[src/inc/etc_pkg.sv]
// Shared constants and types of the eight-bit timer with one compare unit.
// Assumes a 32-bit AXI4-Lite register bus with byte addresses on word boundaries.
package etc_pkg;

  // Register bus geometry
  localparam int unsigned ADDR_W = 5;
  localparam int unsigned DATA_W = 32;
  localparam int unsigned REG_W  = 8;

  // Register byte offsets
  localparam logic [ADDR_W-1:0] ADDR_CTRL  = 5'h00;
  localparam logic [ADDR_W-1:0] ADDR_COUNT = 5'h04;
  localparam logic [ADDR_W-1:0] ADDR_CMP   = 5'h08;
  localparam logic [ADDR_W-1:0] ADDR_FLAG  = 5'h0C;
  localparam logic [ADDR_W-1:0] ADDR_MASK  = 5'h10;

  // Bit positions in flag and mask registers
  localparam int unsigned OVF_BIT = 0;
  localparam int unsigned CMP_BIT = 1;

  // Counter landmarks and reset values
  localparam logic [REG_W-1:0] COUNT_BOTTOM = 8'h00;
  localparam logic [REG_W-1:0] COUNT_MAX    = 8'hFF;
  localparam logic [REG_W-1:0] COUNT_STEP   = 8'h01;
  localparam logic [REG_W-1:0] REG_RESET    = 8'h00;

  // Bus responses
  localparam logic [1:0] RESP_OKAY   = 2'h0;
  localparam logic [1:0] RESP_SLVERR = 2'h2;

  // Prescaler width and tap masks
  localparam int unsigned PRESC_W = 10;
  localparam logic [PRESC_W-1:0] PRESC_ONE      = 10'h001;
  localparam logic [PRESC_W-1:0] TAP_DIV8       = 10'h007;
  localparam logic [PRESC_W-1:0] TAP_DIV64      = 10'h03F;
  localparam logic [PRESC_W-1:0] TAP_DIV256     = 10'h0FF;
  localparam logic [PRESC_W-1:0] TAP_DIV1024    = 10'h3FF;

  typedef enum logic [2:0] {
    CS_STOP, CS_DIV1, CS_DIV8, CS_DIV64, CS_DIV256, CS_DIV1024, CS_EXT_FALL, CS_EXT_RISE
  } etc_clk_sel_t;

  typedef enum logic [1:0] {
    WGM_NORMAL, WGM_PHASE_PWM, WGM_CTC, WGM_FAST_PWM
  } etc_wave_mode_t;

  typedef enum logic [1:0] {
    COM_OFF, COM_TOGGLE, COM_CLEAR, COM_SET
  } etc_com_t;

  // Control register layout, bit 7 down to bit 0
  typedef struct packed {
    logic           force_cmp;
    etc_com_t       com;
    etc_wave_mode_t wgm;
    etc_clk_sel_t   cs;
  } etc_ctrl_t;

endpackage

[src/logic/etc_timer.sv]
// Eight-bit timer with one compare unit, registers behind an AXI4-Lite slave.
// Assumes the interrupt controller returns an acknowledge pulse per executed request.
//
// Function
// - Bottom means count equals 0x00
// - Maximum means count equals 0xFF
// - Top is 0xFF or compare, per mode
// - Counter and compare are CPU-accessible 8-bit registers
// - Flags shown in flag register, masked individually
// - Tick from selected source and edge
// - Clock select zero stops the timer
// - Tick clears, increments or decrements per mode
// - CPU counter write beats clear or count
// - Overflow flag set per mode, can interrupt
// - Continuous compare; flag set on next tick
// - Compare request needs enable and global flag
// - Writing one clears the compare flag
// - Compare double buffered only in PWM modes
// - CPU reaches buffer when buffering, else compare
// - Force strobe acts like match in non-PWM modes only, no flag
// - Counter write blocks matches on next tick
// - Match, max, bottom drive the waveform generator
// - Output state kept across mode changes
// - Output mode bits take effect immediately
// - Output state resets to zero
// - Mode zero counts up, wraps without clear
// - Output mode zero leaves output unchanged
`timescale 1ns/100ps
module etc_timer #(
  parameter int unsigned ADDR_W = etc_pkg::ADDR_W,
  parameter int unsigned DATA_W = etc_pkg::DATA_W,
  parameter int unsigned REG_W  = etc_pkg::REG_W
) (
  // Clock and reset
  input  wire logic              clk_sys_i,
  input  wire logic              arst_n_i,
  // AXI4-Lite write address
  input  wire logic              s_axi_awvalid_i,
  output logic                   s_axi_awready_o,
  input  wire logic [ADDR_W-1:0] s_axi_awaddr_i,
  // AXI4-Lite write data
  input  wire logic              s_axi_wvalid_i,
  output logic                   s_axi_wready_o,
  input  wire logic [DATA_W-1:0] s_axi_wdata_i,
  input  wire logic [3:0]        s_axi_wstrb_i,
  // AXI4-Lite write response
  output logic                   s_axi_bvalid_o,
  input  wire logic              s_axi_bready_i,
  output logic [1:0]             s_axi_bresp_o,
  // AXI4-Lite read address
  input  wire logic              s_axi_arvalid_i,
  output logic                   s_axi_arready_o,
  input  wire logic [ADDR_W-1:0] s_axi_araddr_i,
  // AXI4-Lite read data
  output logic                   s_axi_rvalid_o,
  input  wire logic              s_axi_rready_i,
  output logic [DATA_W-1:0]      s_axi_rdata_o,
  output logic [1:0]             s_axi_rresp_o,
  // Interrupt handshake with the CPU core
  input  wire logic              global_irq_en_i,
  input  wire logic              ovf_irq_ack_i,
  input  wire logic              cmp_irq_ack_i,
  output logic                   ovf_irq_o,
  output logic                   cmp_irq_o,
  // Count pin and compare output
  input  wire logic              ext_count_pin_i,
  output logic                   compare_output_o
);

  typedef struct packed {
    etc_pkg::etc_ctrl_t ctrl;
    logic [REG_W-1:0]   timer_count;
    logic [REG_W-1:0]   compare_value;
    logic [REG_W-1:0]   compare_buf;
    logic               count_down;
    logic               match_block;
    logic               compare_output;
    logic               overflow_flag;
    logic               compare_flag;
    logic               overflow_irq_enable;
    logic               compare_irq_enable;
    logic               ovf_irq;
    logic               cmp_irq;
    logic               awready;
    logic               aw_hold;
    logic [ADDR_W-1:0]  aw_addr;
    logic               wready;
    logic               w_hold;
    logic [REG_W-1:0]   w_data;
    logic               w_lane0;
    logic               bvalid;
    logic [1:0]         bresp;
    logic               arready;
    logic               rvalid;
    logic [REG_W-1:0]   rdata;
    logic [1:0]         rresp;
  } etc_timer_state_t;

  etc_timer_state_t s;
  etc_timer_state_t next_s;
  logic             timer_tick;

  // Word-aligned mapped register check
  function automatic logic addr_ok(input logic [ADDR_W-1:0] addr);
    return (addr == etc_pkg::ADDR_CTRL)  || (addr == etc_pkg::ADDR_COUNT) ||
           (addr == etc_pkg::ADDR_CMP)   || (addr == etc_pkg::ADDR_FLAG)  ||
           (addr == etc_pkg::ADDR_MASK);
  endfunction

  // Non-PWM output action on match or force
  function automatic logic com_action(input etc_pkg::etc_com_t com, input logic oc);
    logic res;
    res = oc;
    unique case (com)
      etc_pkg::COM_OFF:    res = oc;
      etc_pkg::COM_TOGGLE: res = ~oc;
      etc_pkg::COM_CLEAR:  res = 1'b0;
      etc_pkg::COM_SET:    res = 1'b1;
    endcase
    return res;
  endfunction

  function automatic logic is_pwm(input etc_pkg::etc_wave_mode_t wgm);
    return (wgm == etc_pkg::WGM_PHASE_PWM) || (wgm == etc_pkg::WGM_FAST_PWM);
  endfunction

  etc_clock_select u_clock_select (
    .clk_sys_i       (clk_sys_i),
    .arst_n_i        (arst_n_i),
    .clock_select_i  (s.ctrl.cs),
    .ext_count_pin_i (ext_count_pin_i),
    .timer_tick_o    (timer_tick)
  );

  always_comb begin
    logic               wr_go;
    logic               wr_en;
    logic               ctrl_wr;
    logic               count_wr;
    logic               cmp_wr;
    logic               flag_wr;
    logic               mask_wr;
    logic               pwm;
    logic               at_bottom;
    logic               at_max;
    logic               match;
    logic               match_ev;
    logic               force_ev;
    logic               ovf_set;
    logic               cmp_set;
    etc_pkg::etc_ctrl_t wr_ctrl;
    next_s    = s;
    wr_go     = s.aw_hold && s.w_hold && !s.bvalid;
    wr_en     = wr_go && addr_ok(s.aw_addr) && s.w_lane0;
    ctrl_wr   = wr_en && (s.aw_addr == etc_pkg::ADDR_CTRL);
    count_wr  = wr_en && (s.aw_addr == etc_pkg::ADDR_COUNT);
    cmp_wr    = wr_en && (s.aw_addr == etc_pkg::ADDR_CMP);
    flag_wr   = wr_en && (s.aw_addr == etc_pkg::ADDR_FLAG);
    mask_wr   = wr_en && (s.aw_addr == etc_pkg::ADDR_MASK);
    wr_ctrl   = etc_pkg::etc_ctrl_t'(s.w_data);
    pwm       = is_pwm(s.ctrl.wgm);
    at_bottom = (s.timer_count == etc_pkg::COUNT_BOTTOM);
    at_max    = (s.timer_count == etc_pkg::COUNT_MAX);
    match     = (s.timer_count == s.compare_value);
    match_ev  = timer_tick && match && !s.match_block;
    force_ev  = ctrl_wr && wr_ctrl.force_cmp && !is_pwm(wr_ctrl.wgm);
    ovf_set   = 1'b0;
    cmp_set   = match_ev;

    // Bus write channels: address and data taken in either order
    if (s_axi_awvalid_i && s.awready) begin
      next_s.aw_hold = 1'b1;
      next_s.aw_addr = s_axi_awaddr_i;
    end
    if (s_axi_wvalid_i && s.wready) begin
      next_s.w_hold  = 1'b1;
      next_s.w_data  = s_axi_wdata_i[REG_W-1:0];
      next_s.w_lane0 = s_axi_wstrb_i[0];
    end
    if (s.bvalid && s_axi_bready_i) begin
      next_s.bvalid = 1'b0;
    end
    if (wr_go) begin
      next_s.aw_hold = 1'b0;
      next_s.w_hold  = 1'b0;
      next_s.bvalid  = 1'b1;
      next_s.bresp   = addr_ok(s.aw_addr) ? etc_pkg::RESP_OKAY : etc_pkg::RESP_SLVERR;
    end
    next_s.awready = !next_s.aw_hold && !next_s.bvalid;
    next_s.wready  = !next_s.w_hold && !next_s.bvalid;

    // Bus read: one cycle from address to data
    if (s.rvalid && s_axi_rready_i) begin
      next_s.rvalid = 1'b0;
    end
    if (s_axi_arvalid_i && s.arready) begin
      next_s.rvalid = 1'b1;
      next_s.rresp  = addr_ok(s_axi_araddr_i) ? etc_pkg::RESP_OKAY : etc_pkg::RESP_SLVERR;
      next_s.rdata  = etc_pkg::REG_RESET;
      unique case (s_axi_araddr_i)
        etc_pkg::ADDR_CTRL:  next_s.rdata = s.ctrl;
        etc_pkg::ADDR_COUNT: next_s.rdata = s.timer_count;
        etc_pkg::ADDR_CMP:   next_s.rdata = pwm ? s.compare_buf : s.compare_value;
        etc_pkg::ADDR_FLAG: begin
          next_s.rdata[etc_pkg::OVF_BIT] = s.overflow_flag;
          next_s.rdata[etc_pkg::CMP_BIT] = s.compare_flag;
        end
        etc_pkg::ADDR_MASK: begin
          next_s.rdata[etc_pkg::OVF_BIT] = s.overflow_irq_enable;
          next_s.rdata[etc_pkg::CMP_BIT] = s.compare_irq_enable;
        end
        default: next_s.rdata = etc_pkg::REG_RESET;
      endcase
    end
    next_s.arready = !next_s.rvalid;

    // Control and mask registers
    if (ctrl_wr) begin
      next_s.ctrl           = wr_ctrl;
      next_s.ctrl.force_cmp = 1'b0;
    end
    if (mask_wr) begin
      next_s.overflow_irq_enable = s.w_data[etc_pkg::OVF_BIT];
      next_s.compare_irq_enable  = s.w_data[etc_pkg::CMP_BIT];
    end

    // Compare register, buffered only in PWM modes
    if (cmp_wr) begin
      next_s.compare_buf = s.w_data;
      if (!pwm) begin
        next_s.compare_value = s.w_data;
      end
    end
    if (timer_tick && pwm && at_max) begin
      next_s.compare_value = s.compare_buf;
    end

    // Counter unit
    if (timer_tick) begin
      next_s.match_block = 1'b0;
      unique case (s.ctrl.wgm)
        etc_pkg::WGM_NORMAL: begin
          next_s.timer_count = s.timer_count + etc_pkg::COUNT_STEP;
          ovf_set            = at_max;
          next_s.count_down  = 1'b0;
        end
        etc_pkg::WGM_CTC: begin
          // Top is the compare value
          next_s.timer_count = match_ev ? etc_pkg::COUNT_BOTTOM
                                        : s.timer_count + etc_pkg::COUNT_STEP;
          ovf_set            = at_max;
          next_s.count_down  = 1'b0;
        end
        etc_pkg::WGM_FAST_PWM: begin
          next_s.timer_count = at_max ? etc_pkg::COUNT_BOTTOM
                                      : s.timer_count + etc_pkg::COUNT_STEP;
          ovf_set            = at_max;
          next_s.count_down  = 1'b0;
        end
        etc_pkg::WGM_PHASE_PWM: begin
          // Dual slope: down after top, up again at bottom
          if (!s.count_down && at_max) begin
            next_s.count_down  = 1'b1;
            next_s.timer_count = s.timer_count - etc_pkg::COUNT_STEP;
          end else if (s.count_down && at_bottom) begin
            next_s.count_down  = 1'b0;
            next_s.timer_count = s.timer_count + etc_pkg::COUNT_STEP;
            ovf_set            = 1'b1;
          end else if (s.count_down) begin
            next_s.timer_count = s.timer_count - etc_pkg::COUNT_STEP;
          end else begin
            next_s.timer_count = s.timer_count + etc_pkg::COUNT_STEP;
          end
        end
      endcase
    end
    if (count_wr) begin
      next_s.timer_count = s.w_data;
      next_s.match_block = 1'b1;
    end

    // Waveform generator; output state kept across mode writes
    if (force_ev) begin
      next_s.compare_output = com_action(wr_ctrl.com, s.compare_output);
    end
    if (match_ev) begin
      unique case (s.ctrl.wgm)
        etc_pkg::WGM_NORMAL, etc_pkg::WGM_CTC: begin
          next_s.compare_output = com_action(s.ctrl.com, next_s.compare_output);
        end
        etc_pkg::WGM_FAST_PWM: begin
          if (s.ctrl.com == etc_pkg::COM_CLEAR) begin
            next_s.compare_output = 1'b0;
          end else if (s.ctrl.com == etc_pkg::COM_SET) begin
            next_s.compare_output = 1'b1;
          end
        end
        etc_pkg::WGM_PHASE_PWM: begin
          if (s.ctrl.com == etc_pkg::COM_CLEAR) begin
            next_s.compare_output = s.count_down;
          end else if (s.ctrl.com == etc_pkg::COM_SET) begin
            next_s.compare_output = !s.count_down;
          end
        end
      endcase
    end
    // Fast PWM bottom action wins over a match at max
    if (timer_tick && at_max && (s.ctrl.wgm == etc_pkg::WGM_FAST_PWM)) begin
      if (s.ctrl.com == etc_pkg::COM_CLEAR) begin
        next_s.compare_output = 1'b1;
      end else if (s.ctrl.com == etc_pkg::COM_SET) begin
        next_s.compare_output = 1'b0;
      end
    end

    // Flags: a set in the clearing cycle wins
    next_s.overflow_flag = ovf_set | (s.overflow_flag &
                           !(ovf_irq_ack_i || (flag_wr && s.w_data[etc_pkg::OVF_BIT])));
    next_s.compare_flag  = cmp_set | (s.compare_flag &
                           !(cmp_irq_ack_i || (flag_wr && s.w_data[etc_pkg::CMP_BIT])));
    // Requests gated per bit and by the global flag
    next_s.ovf_irq = next_s.overflow_flag && next_s.overflow_irq_enable && global_irq_en_i;
    next_s.cmp_irq = next_s.compare_flag && next_s.compare_irq_enable && global_irq_en_i;
  end

  always_ff @(posedge clk_sys_i or negedge arst_n_i) begin
    if (!arst_n_i) begin
      s         <= '0;
      s.awready <= 1'b1;
      s.wready  <= 1'b1;
      s.arready <= 1'b1;
    end else begin
      s <= next_s;
    end
  end

  assign s_axi_awready_o  = s.awready;
  assign s_axi_wready_o   = s.wready;
  assign s_axi_bvalid_o   = s.bvalid;
  assign s_axi_bresp_o    = s.bresp;
  assign s_axi_arready_o  = s.arready;
  assign s_axi_rvalid_o   = s.rvalid;
  assign s_axi_rdata_o    = {{(DATA_W-REG_W){1'b0}}, s.rdata};
  assign s_axi_rresp_o    = s.rresp;
  assign ovf_irq_o        = s.ovf_irq;
  assign cmp_irq_o        = s.cmp_irq;
  assign compare_output_o = s.compare_output;

endmodule

[src/logic/etc_clock_select.sv]
// Clock select: free prescaler and external pin edge detector giving the timer tick.
// Assumes ext_count_pin_i is asynchronous to clk_sys_i.
`timescale 1ns/100ps
module etc_clock_select #(
  parameter int unsigned PRESC_W = etc_pkg::PRESC_W
) (
  // Clock and reset
  input  wire logic                 clk_sys_i,
  input  wire logic                 arst_n_i,
  // Selection and pin
  input  wire etc_pkg::etc_clk_sel_t clock_select_i,
  input  wire logic                 ext_count_pin_i,
  // Tick out
  output logic                      timer_tick_o
);

  typedef struct packed {
    logic [PRESC_W-1:0] presc;
    logic               pin_meta;
    logic               pin_sync;
    logic               pin_prev;
    logic               tick;
  } etc_cs_state_t;

  etc_cs_state_t s;
  etc_cs_state_t next_s;

  function automatic logic tap_hit(input logic [PRESC_W-1:0] cnt,
                                   input logic [PRESC_W-1:0] mask);
    return (cnt & mask) == mask;
  endfunction

  always_comb begin
    next_s          = s;
    next_s.presc    = s.presc + PRESC_W'(etc_pkg::PRESC_ONE);
    next_s.pin_meta = ext_count_pin_i;
    next_s.pin_sync = s.pin_meta;
    next_s.pin_prev = s.pin_sync;
    // Source and edge picked by the select field; zero gives no tick
    unique case (clock_select_i)
      etc_pkg::CS_STOP:     next_s.tick = 1'b0;
      etc_pkg::CS_DIV1:     next_s.tick = 1'b1;
      etc_pkg::CS_DIV8:     next_s.tick = tap_hit(s.presc, PRESC_W'(etc_pkg::TAP_DIV8));
      etc_pkg::CS_DIV64:    next_s.tick = tap_hit(s.presc, PRESC_W'(etc_pkg::TAP_DIV64));
      etc_pkg::CS_DIV256:   next_s.tick = tap_hit(s.presc, PRESC_W'(etc_pkg::TAP_DIV256));
      etc_pkg::CS_DIV1024:  next_s.tick = tap_hit(s.presc, PRESC_W'(etc_pkg::TAP_DIV1024));
      etc_pkg::CS_EXT_FALL: next_s.tick = s.pin_prev & ~s.pin_sync;
      etc_pkg::CS_EXT_RISE: next_s.tick = s.pin_sync & ~s.pin_prev;
    endcase
  end

  always_ff @(posedge clk_sys_i or negedge arst_n_i) begin
    if (!arst_n_i) begin
      s <= '0;
    end else begin
      s <= next_s;
    end
  end

  assign timer_tick_o = s.tick;

endmodule

[config.mk]
export PLATFORM = sky130hd
export DESIGN_NAME = etc_timer
export DESIGN_NICKNAME = d
export VERILOG_FILES = /design/src/inc/etc_pkg.sv /design/src/logic/etc_timer.sv /design/src/logic/etc_clock_select.sv
export SDC_FILE = /design/constraint.sdc
export NUM_CORES = 1
export LEC_CHECK = 0
export ABC_AREA = 0
export BUFFER_PORTS_ARGS = -buffer_cell sky130_fd_sc_hd__buf_2
export CAP_MARGIN = 20
export CORE_ASPECT_RATIO = 0.75
export CORE_MARGIN = 10
export CORE_UTILIZATION = 35
export DETAILED_ROUTE_END_ITERATION = 8
export SYNTH_ARGS = -nofsm -noshare
export SYNTH_HDL_FRONTEND = slang
export SYNTH_HIERARCHICAL = 1
export SYNTH_SLANG_ARGS = --single-unit
[constraint.sdc]
create_clock -name clk_sys_i -period 2.8 [get_ports clk_sys_i]
set_input_delay 0.14 -clock clk_sys_i [delete_from_list [all_inputs] [get_ports clk_sys_i]]
set_output_delay 0.14 -clock clk_sys_i [all_outputs]
set_load 0.02 [all_outputs]
==> results of run 1 <==
[worst reg2reg max path, delay by kind of cell, from the launching register on]
family           cells  cell delay [ns]
AO/OA/AOI/OAI        3             0.89
AND/OR/NAND/NOR      3             0.81
flip-flops           1             0.51
[worst min-delay path by stage]
stage	start	endpoint	slack [ns]	cells after the start
2_1_floorplan	arst_n_i	cmp_irq_o	-0.16	0
3_3_place_gp	ext_count_pin_i	u_clock_select/next_s[2]	0.25	1
3_5_place_dp	ext_count_pin_i	u_clock_select/next_s[2]	0.25	1
4_1_cts	s_axi_rready_i	s_axi_rvalid_o	0.01	2
5_1_grt	s_axi_awaddr_i[0]	s[26]	0.02	2
6_report	s_axi_rready_i	s_axi_rvalid_o	0.02	2
[what timing repair did]
action                                  4_1_cts  5_1_grt
endpoints found under the setup margin        0        0
hold buffers                                  2        1
hold endpoints to repair                      2       28
resized for setup                             0        0
[layer usage]
layer	wire length (µm)	track usage [%]	up-vias
met5	0	0	-
met1	5030	15.8	1650
met3	845	3.85	12
met4	115	4.08	0
li1	-	-	1623
met2	4990	18.4	103
[final cells by class]
type | count | area, µm² | area share, %
timing repair buffer | 60 | 363 | 7.01
inverter | 21 | 78.8 | 1.52
multi-input combinational | 312 | 2110 | 40.7
clock inverter | 6 | 55.1 | 1.06
tap | 171 | 214 | 4.13
clock buffer | 10 | 229 | 4.42
sequential | 85 | 2130 | 41.2
[flip-flops by register name, indices dropped and copies added, names as in the netlist]
register,cells
s,53
compare_output_o,1
u_clock_select/s,11
s_axi_rdata_o,8
s_axi_awready_o,1
ovf_irq_o,1
cmp_irq_o,1
u_clock_select/timer_tick_o,1
s_axi_bvalid_o,1
u_clock_select/next_s,2
s_axi_bresp_o,1
s_axi_wready_o,1
s_axi_rresp_o,1
s_axi_arready_o,1
s_axi_rvalid_o,1
[synth_stat cells, types with 3 or more instances]
cell type,number,area (µm²)
sky130_fd_sc_hd__nand2b_1,7,43.8
sky130_fd_sc_hd__nand4_1,9,56.3
sky130_fd_sc_hd__a22o_1,8,70.1
sky130_fd_sc_hd__nand3_1,7,35.0
sky130_fd_sc_hd__nor2_1,38,143
sky130_fd_sc_hd__o22ai_1,19,119
sky130_fd_sc_hd__clkbuf_1,12,45.0
sky130_fd_sc_hd__dfstp_2,3,78.8
sky130_fd_sc_hd__and3_1,7,43.8
sky130_fd_sc_hd__nor3b_1,3,22.5
sky130_fd_sc_hd__a21oi_1,14,70.1
sky130_fd_sc_hd__nor3_1,13,65.1
sky130_fd_sc_hd__xor2_1,11,96.3
sky130_fd_sc_hd__a31o_2,4,35.0
sky130_fd_sc_hd__dfrtp_1,82,2050
sky130_fd_sc_hd__buf_2,4,20.0
sky130_fd_sc_hd__buf_1,3,11.3
sky130_fd_sc_hd__nor4_1,3,18.8
sky130_fd_sc_hd__nand2_1,17,63.8
sky130_fd_sc_hd__xnor2_1,15,131
sky130_fd_sc_hd__a311oi_1,4,35.0
sky130_fd_sc_hd__inv_1,21,78.8
sky130_fd_sc_hd__mux2_2,30,338
sky130_fd_sc_hd__a31oi_1,4,25.0
sky130_fd_sc_hd__nor2b_1,7,43.8
sky130_fd_sc_hd__ha_1,4,50.1
sky130_fd_sc_hd__o21ai_0,17,85.1
sky130_fd_sc_hd__buf_4,36,270
sky130_fd_sc_hd__mux2i_1,15,150
[power groups by stage]
stage / registers (mW) / clock network [mW] / logic [mW]
2_1_floorplan: 1.91 / 0 / 1.29
5_1_grt: 2.24 / 1.22 / 1.62
3_5_place_dp: 2.20 / 0 / 1.44
3_3_place_gp: 2.17 / 0 / 1.39
4_1_cts: 2.18 / 1.17 / 1.44
6_report: 2.18 / 1.13 / 1.45
[logic make-up (layout without fill, tap and decap cells)]
family | Yosys count | in the layout | share of synthesized area (%)
AO/OA/AOI/OAI | 85 | 85 | 12.6
XOR/XNOR | 26 | 26 | 4.96
adder cells (fa/ha/maj) | 4 | 4 | 1.09
buffers and inverters | 78 | 97 | 9.76
flip-flops | 85 | 85 | 46.4
multiplexers | 45 | 45 | 10.6
other | 1 | 26 | 0.0817
AND/OR/NAND/NOR | 126 | 126 | 14.4
[metrics by stage]
stage	utilization (%)	power (mW)	cell area, µm²
floorplan	-	3.19	4680
global placement	37.4	3.57	4830
detailed placement	37.4	3.64	4830
CTS	39.8	4.79	5140
global route	40.0	5.08	5180
finish	40.0	4.76	5180
==> qor.csv, run 1 <==
stage,metric,value,unit
logic_synthesis,combined area of all synthesized cells,0.00459,mm²
sta,final worst hold slack,0.0216,ns
setup_path,crit path max fanout,13,
setup_path,Critical Path End Type,flip-flop,
final_layout,count of antenna diodes in the layout,0,
sta,setup repair after global routing missed its margin,no,
floorplanning,standard-cell row count,36,
setup_path,type of the setup path with the least slack,flip-flop to flip-flop,
setup_path,worst-case reg-to-reg path depth,6,
final_layout,Post-Layout Cell Count,665,
sta,hold violation total from the final report,0,
setup_path,capture point of the worst path,s[61],
logic_synthesis,proportion of synthesized chip area in sequential cells,46.4,%
logic_synthesis,#FFs+latches synth,85,
setup_path,cell at the slowest stage of the critical path,sky130_fd_sc_hd__or4_4,
pwr,Switching Fraction,38.4,%
floorplanning,count of boundary I/O pins,101,
setup_path,dominant delay contributor by cell family on the critical path,compound AO/OA/AOI/OAI gates,
pwr,power density of the placed cells,920,mW/mm²
logic_synthesis,async set or reset register ratio after synthesis,100,%
cts,CTS tree,done,
floorplanning,DIE AREA,0.0181,mm²
sta,worst slew slack as a fraction of its limit,51.0,%
pwr,Comb power frac,30.4,%
cts,clock net sink count,85,
setup_path,Critical Path Stages,6,
cts,clock root buffer master,sky130_fd_sc_hd__clkbuf_16,
sta,setup TNS after final layout,0,ns
placed_design,Cell Count Post-Placement,645,
sta,final setup violating endpoints,0,
sta,transition time at the pin with the least slew margin,0.725,ns
setup_path,arrival time reported for the critical path endpoint,2.54,ns
route,DRC violations left,0,
logic_synthesis,number of enable-type register cells in the synthesized netlist,0,
floorplanning,Initial Util,35.5,%
setup_path,number of buffers and inverters on the critical path,0,
global_route,total track usage,12.1,%
min_path,type of the worst min-delay path,input port to flip-flop,
route,wire length reported by the detailed router,11000,µm
setup_path,worst reg2reg startpoint,s[63],
final_layout,proportion of layout cells with a drive suffix above 1,23.9,%
route,routed wire length per instance,16.5,µm
global_route,maximum number of pins on one net before global-route repair,86,
setup_path,worst path required time,3.02,ns
cts,cts bufs inserted,9,
outcome,status,"finished, final reports clean",
final_layout,FILL cells,1275,
sta,Final period util,82.9,%
logic_synthesis,number of warnings issued by yosys,6,
final_layout,growth of design area from synthesis to finish,12.8,%
route,per-cell via count in the routed design,5.09,
pwr,share of total power in sequential cells,45.9,%
sta,slack of the critical path,0.479,ns
logic_synthesis,"Avg Cell Area, Syn",10.2,µm²
setup_path,ordered cell list for the critical path,"or4_4, o31ai_2, a31o_2, nor3_1, a311oi_1, nor3_1",
final_layout,"top library cells by usage in the layout, fill and taps aside","sky130_fd_sc_hd__dfrtp_1 (82), sky130_fd_sc_hd__buf_2 (46), sky130_fd_sc_hd__nor2_1 (38), sky130_fd_sc_hd__mux2_2 (30), sky130_fd_sc_hd__conb_1 (26)",
global_route,total global routing overflow,0,
logic_synthesis,Yosys cell types,54,
logic_synthesis,most used flip-flop cell after synthesis,sky130_fd_sc_hd__dfrtp_1,
pwr,proportion of power drawn by the clock network,23.8,%
floorplanning,die extent in y,119,µm
pwr,internal portion of total power,2.93,mW
global_route,number of antenna violations at the first check in global routing,0,
logic_synthesis,instance count of the mapped netlist,450,
floorplanning,width of the die,152,µm
route,number of search-and-repair iterations in the first detailed-routing pass,4,
sta,highest achievable clock rate,0.431,GHz
sta,post-layout minimum cycle time,2.32,ns
global_route,first-pass GRT wire length,18200,µm
pwr,standby leakage power,2.39,nW
setup_path,most repeated library cell on the critical path,sky130_fd_sc_hd__nor3_1,
route,via count,3388,
pwr,switching component of the power,1.83,mW
cts,clock insertion delay at the later pin of the skew report,0.34,ns
placed_design,setup slack at placement,0.496,ns
final_layout,nets,550,
sta,largest clock skew in the final design,0.00815,ns
setup_path,worst setup path startpoint,s[63],
placed_design,total half-perimeter wirelength after legalization and detailed placement,8130,µm
route,detailed router's first-iteration violation count,281,
cts,number of buffers on the longest clock path,2,
setup_path,delay of the slowest critical-path stage,0.61,ns
cts,Post-CTS Repair Setup Buffers,0,
sta,fin. max-slew vios,0,
global_route,number of global-route vias before repair,3478,
pwr,maximum VDD drop,0.000568,V
cts,clock-pin transition on the worst setup and hold timing paths,0.06,ns
job,number of max-cap violations,0,
final_layout,most frequent standard cell in the layout excluding fill and tap cells,sky130_fd_sc_hd__dfrtp_1,
cts,level count of the clock H-tree,3,
setup_path,worst flop-to-flop path endpoint,s[61],
setup_path,startpoint type of the worst setup path,flip-flop,
setup_path,"reg-to-reg slack, setup",0.48,ns
placed_design,global placer's final weighted congestion,0.862,
floorplanning,core outline area,0.0129,mm²
route,residual antenna-violating net count after detailed routing,0,
placed_design,quantity of I/O buffers inserted on ports,47,
(Power assumes the default switching activity.)
==> run 2: changes to the inputs <==
--- a/config.mk
+++ b/config.mk
@@ -5,7 +5,7 @@
 export SDC_FILE = /design/constraint.sdc
 export NUM_CORES = 1
 export LEC_CHECK = 0
-export ABC_AREA = 0
+export ABC_AREA = 1
 export BUFFER_PORTS_ARGS = -buffer_cell sky130_fd_sc_hd__buf_2
 export CAP_MARGIN = 20
 export CORE_ASPECT_RATIO = 0.75
==> constraint.sdc (replaced) <==
create_clock -name clk_sys_i -period 1.95 [get_ports clk_sys_i]
set_input_delay 0.0975 -clock clk_sys_i [delete_from_list [all_inputs] [get_ports clk_sys_i]]
set_output_delay 0.0975 -clock clk_sys_i [all_outputs]
set_load 0.02 [all_outputs]
==> run 2 against run 1 <==
  * Total power increased by 45%
  * Synthesized cell count up 27%
  * Synthesized area is 3.8% higher
  * Cell count rose by 26%
  * Non-clock buffer count rose by 35
  * Clock power up 61%
  * Die area rose by 3.2%
  * Sequential power increased by 22%
  * Register-to-register slack worse by 0.34 ns
  * Via count increased by 16%
  * Critical endpoint unchanged
  * Largest cell class is now multi-input combinational cells
  * Largest power group unchanged
==> qor.csv, run 2 <==
stage,metric,value,unit,change
outcome,status,"finished, final reports clean",,unchanged
placed_design,quantity of I/O buffers inserted on ports,47,,unchanged
logic_synthesis,area share of the largest cell type after synthesis,43.1,%,was 44.7%
setup_path,delay of the slowest critical-path stage,0.38,ns,was 0.61 ns
global_route,number of antenna violations at the first check in global routing,0,,unchanged
cts,clock net sink count,85,,unchanged
min_path,type of the worst min-delay path,input port to flip-flop,,unchanged
route,per-cell via count in the routed design,4.70,,was 5.09
route,via count,3926,,was 3388
final_layout,"top library cells by usage in the layout, fill and taps aside","sky130_fd_sc_hd__nand2_1 (116), sky130_fd_sc_hd__dfrtp_1 (82), sky130_fd_sc_hd__inv_1 (60), sky130_fd_sc_hd__o21ai_0 (51), sky130_fd_sc_hd__buf_2 (46)",,"was sky130_fd_sc_hd__dfrtp_1 (82), sky130_fd_sc_hd__buf_2 (46), sky130_fd_sc_hd__nor2_1 (38), sky130_fd_sc_hd__mux2_2 (30), sky130_fd_sc_hd__conb_1 (26)"
placed_design,global placer's final weighted congestion,0.982,,was 0.862
placed_design,total half-perimeter wirelength after legalization and detailed placement,9940,µm,was 8130 µm
logic_synthesis,number of enable-type register cells in the synthesized netlist,0,,unchanged
logic_synthesis,cell with the most instances after synthesis,sky130_fd_sc_hd__nand2_1,,was sky130_fd_sc_hd__dfrtp_1
sta,hold violation total from the final report,0,,unchanged
logic_synthesis,leading post-synthesis cells by cell area,"sky130_fd_sc_hd__dfrtp_1 (43%), sky130_fd_sc_hd__nand2_1 (9.2%), sky130_fd_sc_hd__buf_4 (5.7%)",,"was sky130_fd_sc_hd__dfrtp_1 (45%), sky130_fd_sc_hd__mux2_2 (7.4%), sky130_fd_sc_hd__buf_4 (5.9%)"
logic_synthesis,most common library cells after synthesis,"sky130_fd_sc_hd__nand2_1 (117), sky130_fd_sc_hd__dfrtp_1 (82), sky130_fd_sc_hd__inv_1 (60), sky130_fd_sc_hd__o21ai_0 (51), sky130_fd_sc_hd__nor2_1 (39)",,"was sky130_fd_sc_hd__dfrtp_1 (82), sky130_fd_sc_hd__nor2_1 (38), sky130_fd_sc_hd__buf_4 (36), sky130_fd_sc_hd__mux2_2 (30), sky130_fd_sc_hd__inv_1 (21)"
job,number of max-cap violations,0,,unchanged
final_layout,growth of design area from synthesis to finish,20.8,%,was 12.8%
pwr,maximum VDD drop,0.000773,V,was 0.000568 V
cts,clock insertion delay at the later pin of the skew report,0.35,ns,was 0.34 ns
setup_path,worst path required time,2.21,ns,was 3.02 ns
pwr,proportion of power drawn by the clock network,26.3,%,was 23.8%
setup_path,Critical Path Stages,11,,was 6
pwr,share of total power in sequential cells,38.2,%,was 45.9%
pwr,Comb power frac,35.5,%,was 30.4%
logic_synthesis,proportion of synthesized chip area in sequential cells,44.7,%,was 46.4%
setup_path,cell at the slowest stage of the critical path,sky130_fd_sc_hd__dfrtp_1,,was sky130_fd_sc_hd__or4_4
sta,setup TNS after final layout,0,ns,unchanged
pwr,Switching Fraction,39.4,%,was 38.4%
logic_synthesis,largest area contributor in the netlist,sky130_fd_sc_hd__dfrtp_1,,unchanged
setup_path,worst-case reg-to-reg path depth,11,,was 6
route,routed wire length per instance,15.2,µm,was 16.5 µm
route,number of search-and-repair iterations in the first detailed-routing pass,5,,was 4
setup_path,ordered cell list for the critical path,"inv_2, nand2_2, nor2_4, o21ai_4, nor2_4, nand2_4, nand2_2, inv_2, a21oi_1, o21ai_1, o21ai_1",,"was or4_4, o31ai_2, a31o_2, nor3_1, a311oi_1, nor3_1"
setup_path,type of the setup path with the least slack,flip-flop to flip-flop,,unchanged
floorplanning,count of boundary I/O pins,101,,unchanged
logic_synthesis,most used flip-flop cell after synthesis,sky130_fd_sc_hd__dfrtp_1,,unchanged
sta,transition time at the pin with the least slew margin,0.582,ns,was 0.725 ns
sta,fin. max-slew vios,0,,unchanged
logic_synthesis,combined area of all synthesized cells,0.00477,mm²,was 0.00459 mm²
setup_path,dominant delay contributor by cell family on the critical path,simple AND/OR/NAND/NOR gates,,was compound AO/OA/AOI/OAI gates
floorplanning,core outline area,0.0132,mm²,was 0.0129 mm²
route,DRC violations left,0,,unchanged
logic_synthesis,instance count of the mapped netlist,573,,was 450
floorplanning,DIE AREA,0.0187,mm²,was 0.0181 mm²
floorplanning,standard-cell row count,36,,unchanged
route,residual antenna-violating net count after detailed routing,0,,unchanged
sta,post-layout minimum cycle time,1.82,ns,was 2.32 ns
setup_path,Critical Path End Type,flip-flop,,unchanged
cts,clock-pin transition on the worst setup and hold timing paths,0.06,ns,about the same
global_route,total global routing overflow,0,,unchanged
floorplanning,Initial Util,36.2,%,was 35.5%
sta,final setup violating endpoints,0,,unchanged
final_layout,proportion of layout cells with a drive suffix above 1,22.9,%,was 23.9%
floorplanning,width of the die,155,µm,was 152 µm
final_layout,Register Area,0.00213,mm²,unchanged
final_layout,Largest Register,s,,unchanged
logic_synthesis,#FFs+latches synth,85,,unchanged
cts,CTS tree,done,,unchanged
pwr,total power consumption of the routed design,6.92,mW,was 4.76 mW
route,detailed router's first-iteration violation count,278,,was 281
logic_synthesis,async set or reset register ratio after synthesis,100,%,unchanged
global_route,maximum number of pins on one net before global-route repair,41,,was 86
global_route,total track usage,13.8,%,was 12.1%
global_route,number of global-route vias before repair,3914,,was 3478
pwr,switching component of the power,2.72,mW,was 1.83 mW
final_layout,footprint of the multi-input gates,0.00215,mm²,was 0.00211 mm²
route,wire length reported by the detailed router,12700,µm,was 11000 µm
final_layout,final design utilization,43.8,%,was 40.0%
final_layout,FILL cells,1333,,was 1275
final_layout,number of flip-flops under the largest register name,53,,unchanged
logic_synthesis,Yosys cell types,52,,was 54
cts,clock root buffer master,sky130_fd_sc_hd__clkbuf_16,,unchanged
cts,cts bufs inserted,9,,unchanged
min_path,number of stages on the worst hold path,3,,was 2
pwr,internal portion of total power,4.20,mW,was 2.93 mW
setup_path,startpoint type of the worst setup path,flip-flop,,unchanged
setup_path,arrival time reported for the critical path endpoint,2.08,ns,was 2.54 ns
setup_path,number of buffers and inverters on the critical path,2,,was 0
floorplanning,die extent in y,121,µm,was 119 µm
logic_synthesis,number of warnings issued by yosys,6,,unchanged
final_layout,nets,720,,was 550
sta,worst slew slack as a fraction of its limit,61.2,%,was 51.0%
pwr,standby leakage power,2.86,nW,was 2.39 nW
setup_path,crit path max fanout,7,,was 13
pwr,power density of the placed cells,1200,mW/mm²,was 920 mW/mm²
global_route,first-pass GRT wire length,20700,µm,was 18200 µm
cts,level count of the clock H-tree,3,,unchanged
sta,largest clock skew in the final design,0.0105,ns,was 0.00815 ns
sta,Final period util,93.1,%,was 82.9%
sta,setup repair after global routing missed its margin,no,,unchanged
final_layout,count of antenna diodes in the layout,0,,unchanged
cts,number of buffers on the longest clock path,2,,unchanged
logic_synthesis,"Avg Cell Area, Syn",8.32,µm²,was 10.2 µm²
sta,highest achievable clock rate,0.551,GHz,was 0.431 GHz
final_layout,most frequent standard cell in the layout excluding fill and tap cells,sky130_fd_sc_hd__nand2_1,,was sky130_fd_sc_hd__dfrtp_1
-- run 2: cell types whose count changed in the layout (fill, tap and decap cells not counted), sizes merged, moves of 12 or more --
cell	before	now
mux2	30	0
xnor2	15	3
dlygate4sd3	3	19
o21ai	17	64
nand2	17	132
inv	25	73
nand3	7	22
buf	57	76
mux2i	15	0
a21oi	14	28
-- run 2: cells by family (layout without fill, tap and decap cells) --
family,count (synthesis),after routing,synth area share (%)
flops,85,85,44.7
other cells,1,26,0.0787
fa+ha+maj,4,4,1.05
compound gates,121,121,15.0
buf+inv,121,187,12.8
xor+xnor,18,18,3.31
simple gates,223,223,23.1
-- run 2: repair_timing --
| action | 4_1_cts | 5_1_grt |
|---|---|---|
| resized for setup | 0 | 7 |
| hold buffers | 19 | 0 |
| endpoints found under the setup margin | 0 | 14 |
| setup buffers | 0 | 2 |
| endpoints found under the hold margin | 52 | 0 |
-- run 2: path summary, 6_finish.rpt --
path,startpoint,endpoint,slack [ns]
hold / removal,cmp_irq_ack_i,s[37],0.04
max in group asynchronous,arst_n_i,u_clock_select/s[1],1.07
hold reg to reg,u_clock_select/next_s[2],u_clock_select/next_s[1],0.35
min in group asynchronous,arst_n_i,s[24],0.29
setup / recovery,s[28],s[61],0.13
setup reg to reg,s[28],s[61],0.13
-- run 2: layout make-up --
type / count / share of cell area (%)
flip-flops and latches: 85 / 37.0
inverters: 76 / 5.13
clock buffers: 12 / 4.11
multi-input cells: 392 / 37.3
well taps: 171 / 3.72
repair buffers: 95 / 11.4
clock inverters: 4 / 1.28
-- run 2: per-layer routing --
layer  up-vias  wire [µm]  part of all wire, %  GRT usage [%]
li1       1981          -                    -              -
met1      1773       6270                   49           19.8
met2       159       4950                   39           18.6
met3        13       1370                   11           5.38
met4         0        148                  1.2           3.47
met5         -          0                    0              0
-- run 2: worst reg2reg max path, cell delays in order (launching register included) --
cell                      delay [ns]
sky130_fd_sc_hd__dfrtp_1        0.38
sky130_fd_sc_hd__inv_2          0.11
sky130_fd_sc_hd__nand2_2        0.09
sky130_fd_sc_hd__nor2_4         0.12
sky130_fd_sc_hd__o21ai_4        0.09
sky130_fd_sc_hd__nor2_4         0.17
sky130_fd_sc_hd__nand2_4        0.13
sky130_fd_sc_hd__nand2_2        0.21
sky130_fd_sc_hd__inv_2          0.10
sky130_fd_sc_hd__a21oi_1        0.16
sky130_fd_sc_hd__o21ai_1        0.08
sky130_fd_sc_hd__o21ai_1        0.09
-- run 2: through the flow --
| stage | cells | cell area (µm²) | hold WS, ns | setup WS, ns |
|---|---|---|---|---|
| 2_1_floorplan | 598 | 4860 | -0.198 | 0.217 |
| 3_3_place_gp | 798 | 5210 | 0.134 | 0.137 |
| 3_5_place_dp | 798 | 5210 | 0.139 | 0.0990 |
| 4_1_cts | 833 | 5710 | 0.0354 | 0.0811 |
| 5_1_grt | 835 | 5760 | 0.0817 | 0.0194 |
| 6_report | 835 | 5760 | 0.0385 | 0.135 |
-- run 2: power by group through the flow --
stage | logic, mW | registers [mW] | clock network [mW]
6_report | 2.46 | 2.65 | 1.82
3_5_place_dp | 2.35 | 2.66 | 0
3_3_place_gp | 2.31 | 2.63 | 0
2_1_floorplan | 1.65 | 2.57 | 0
5_1_grt | 2.74 | 2.71 | 1.93
4_1_cts | 2.39 | 2.63 | 1.88
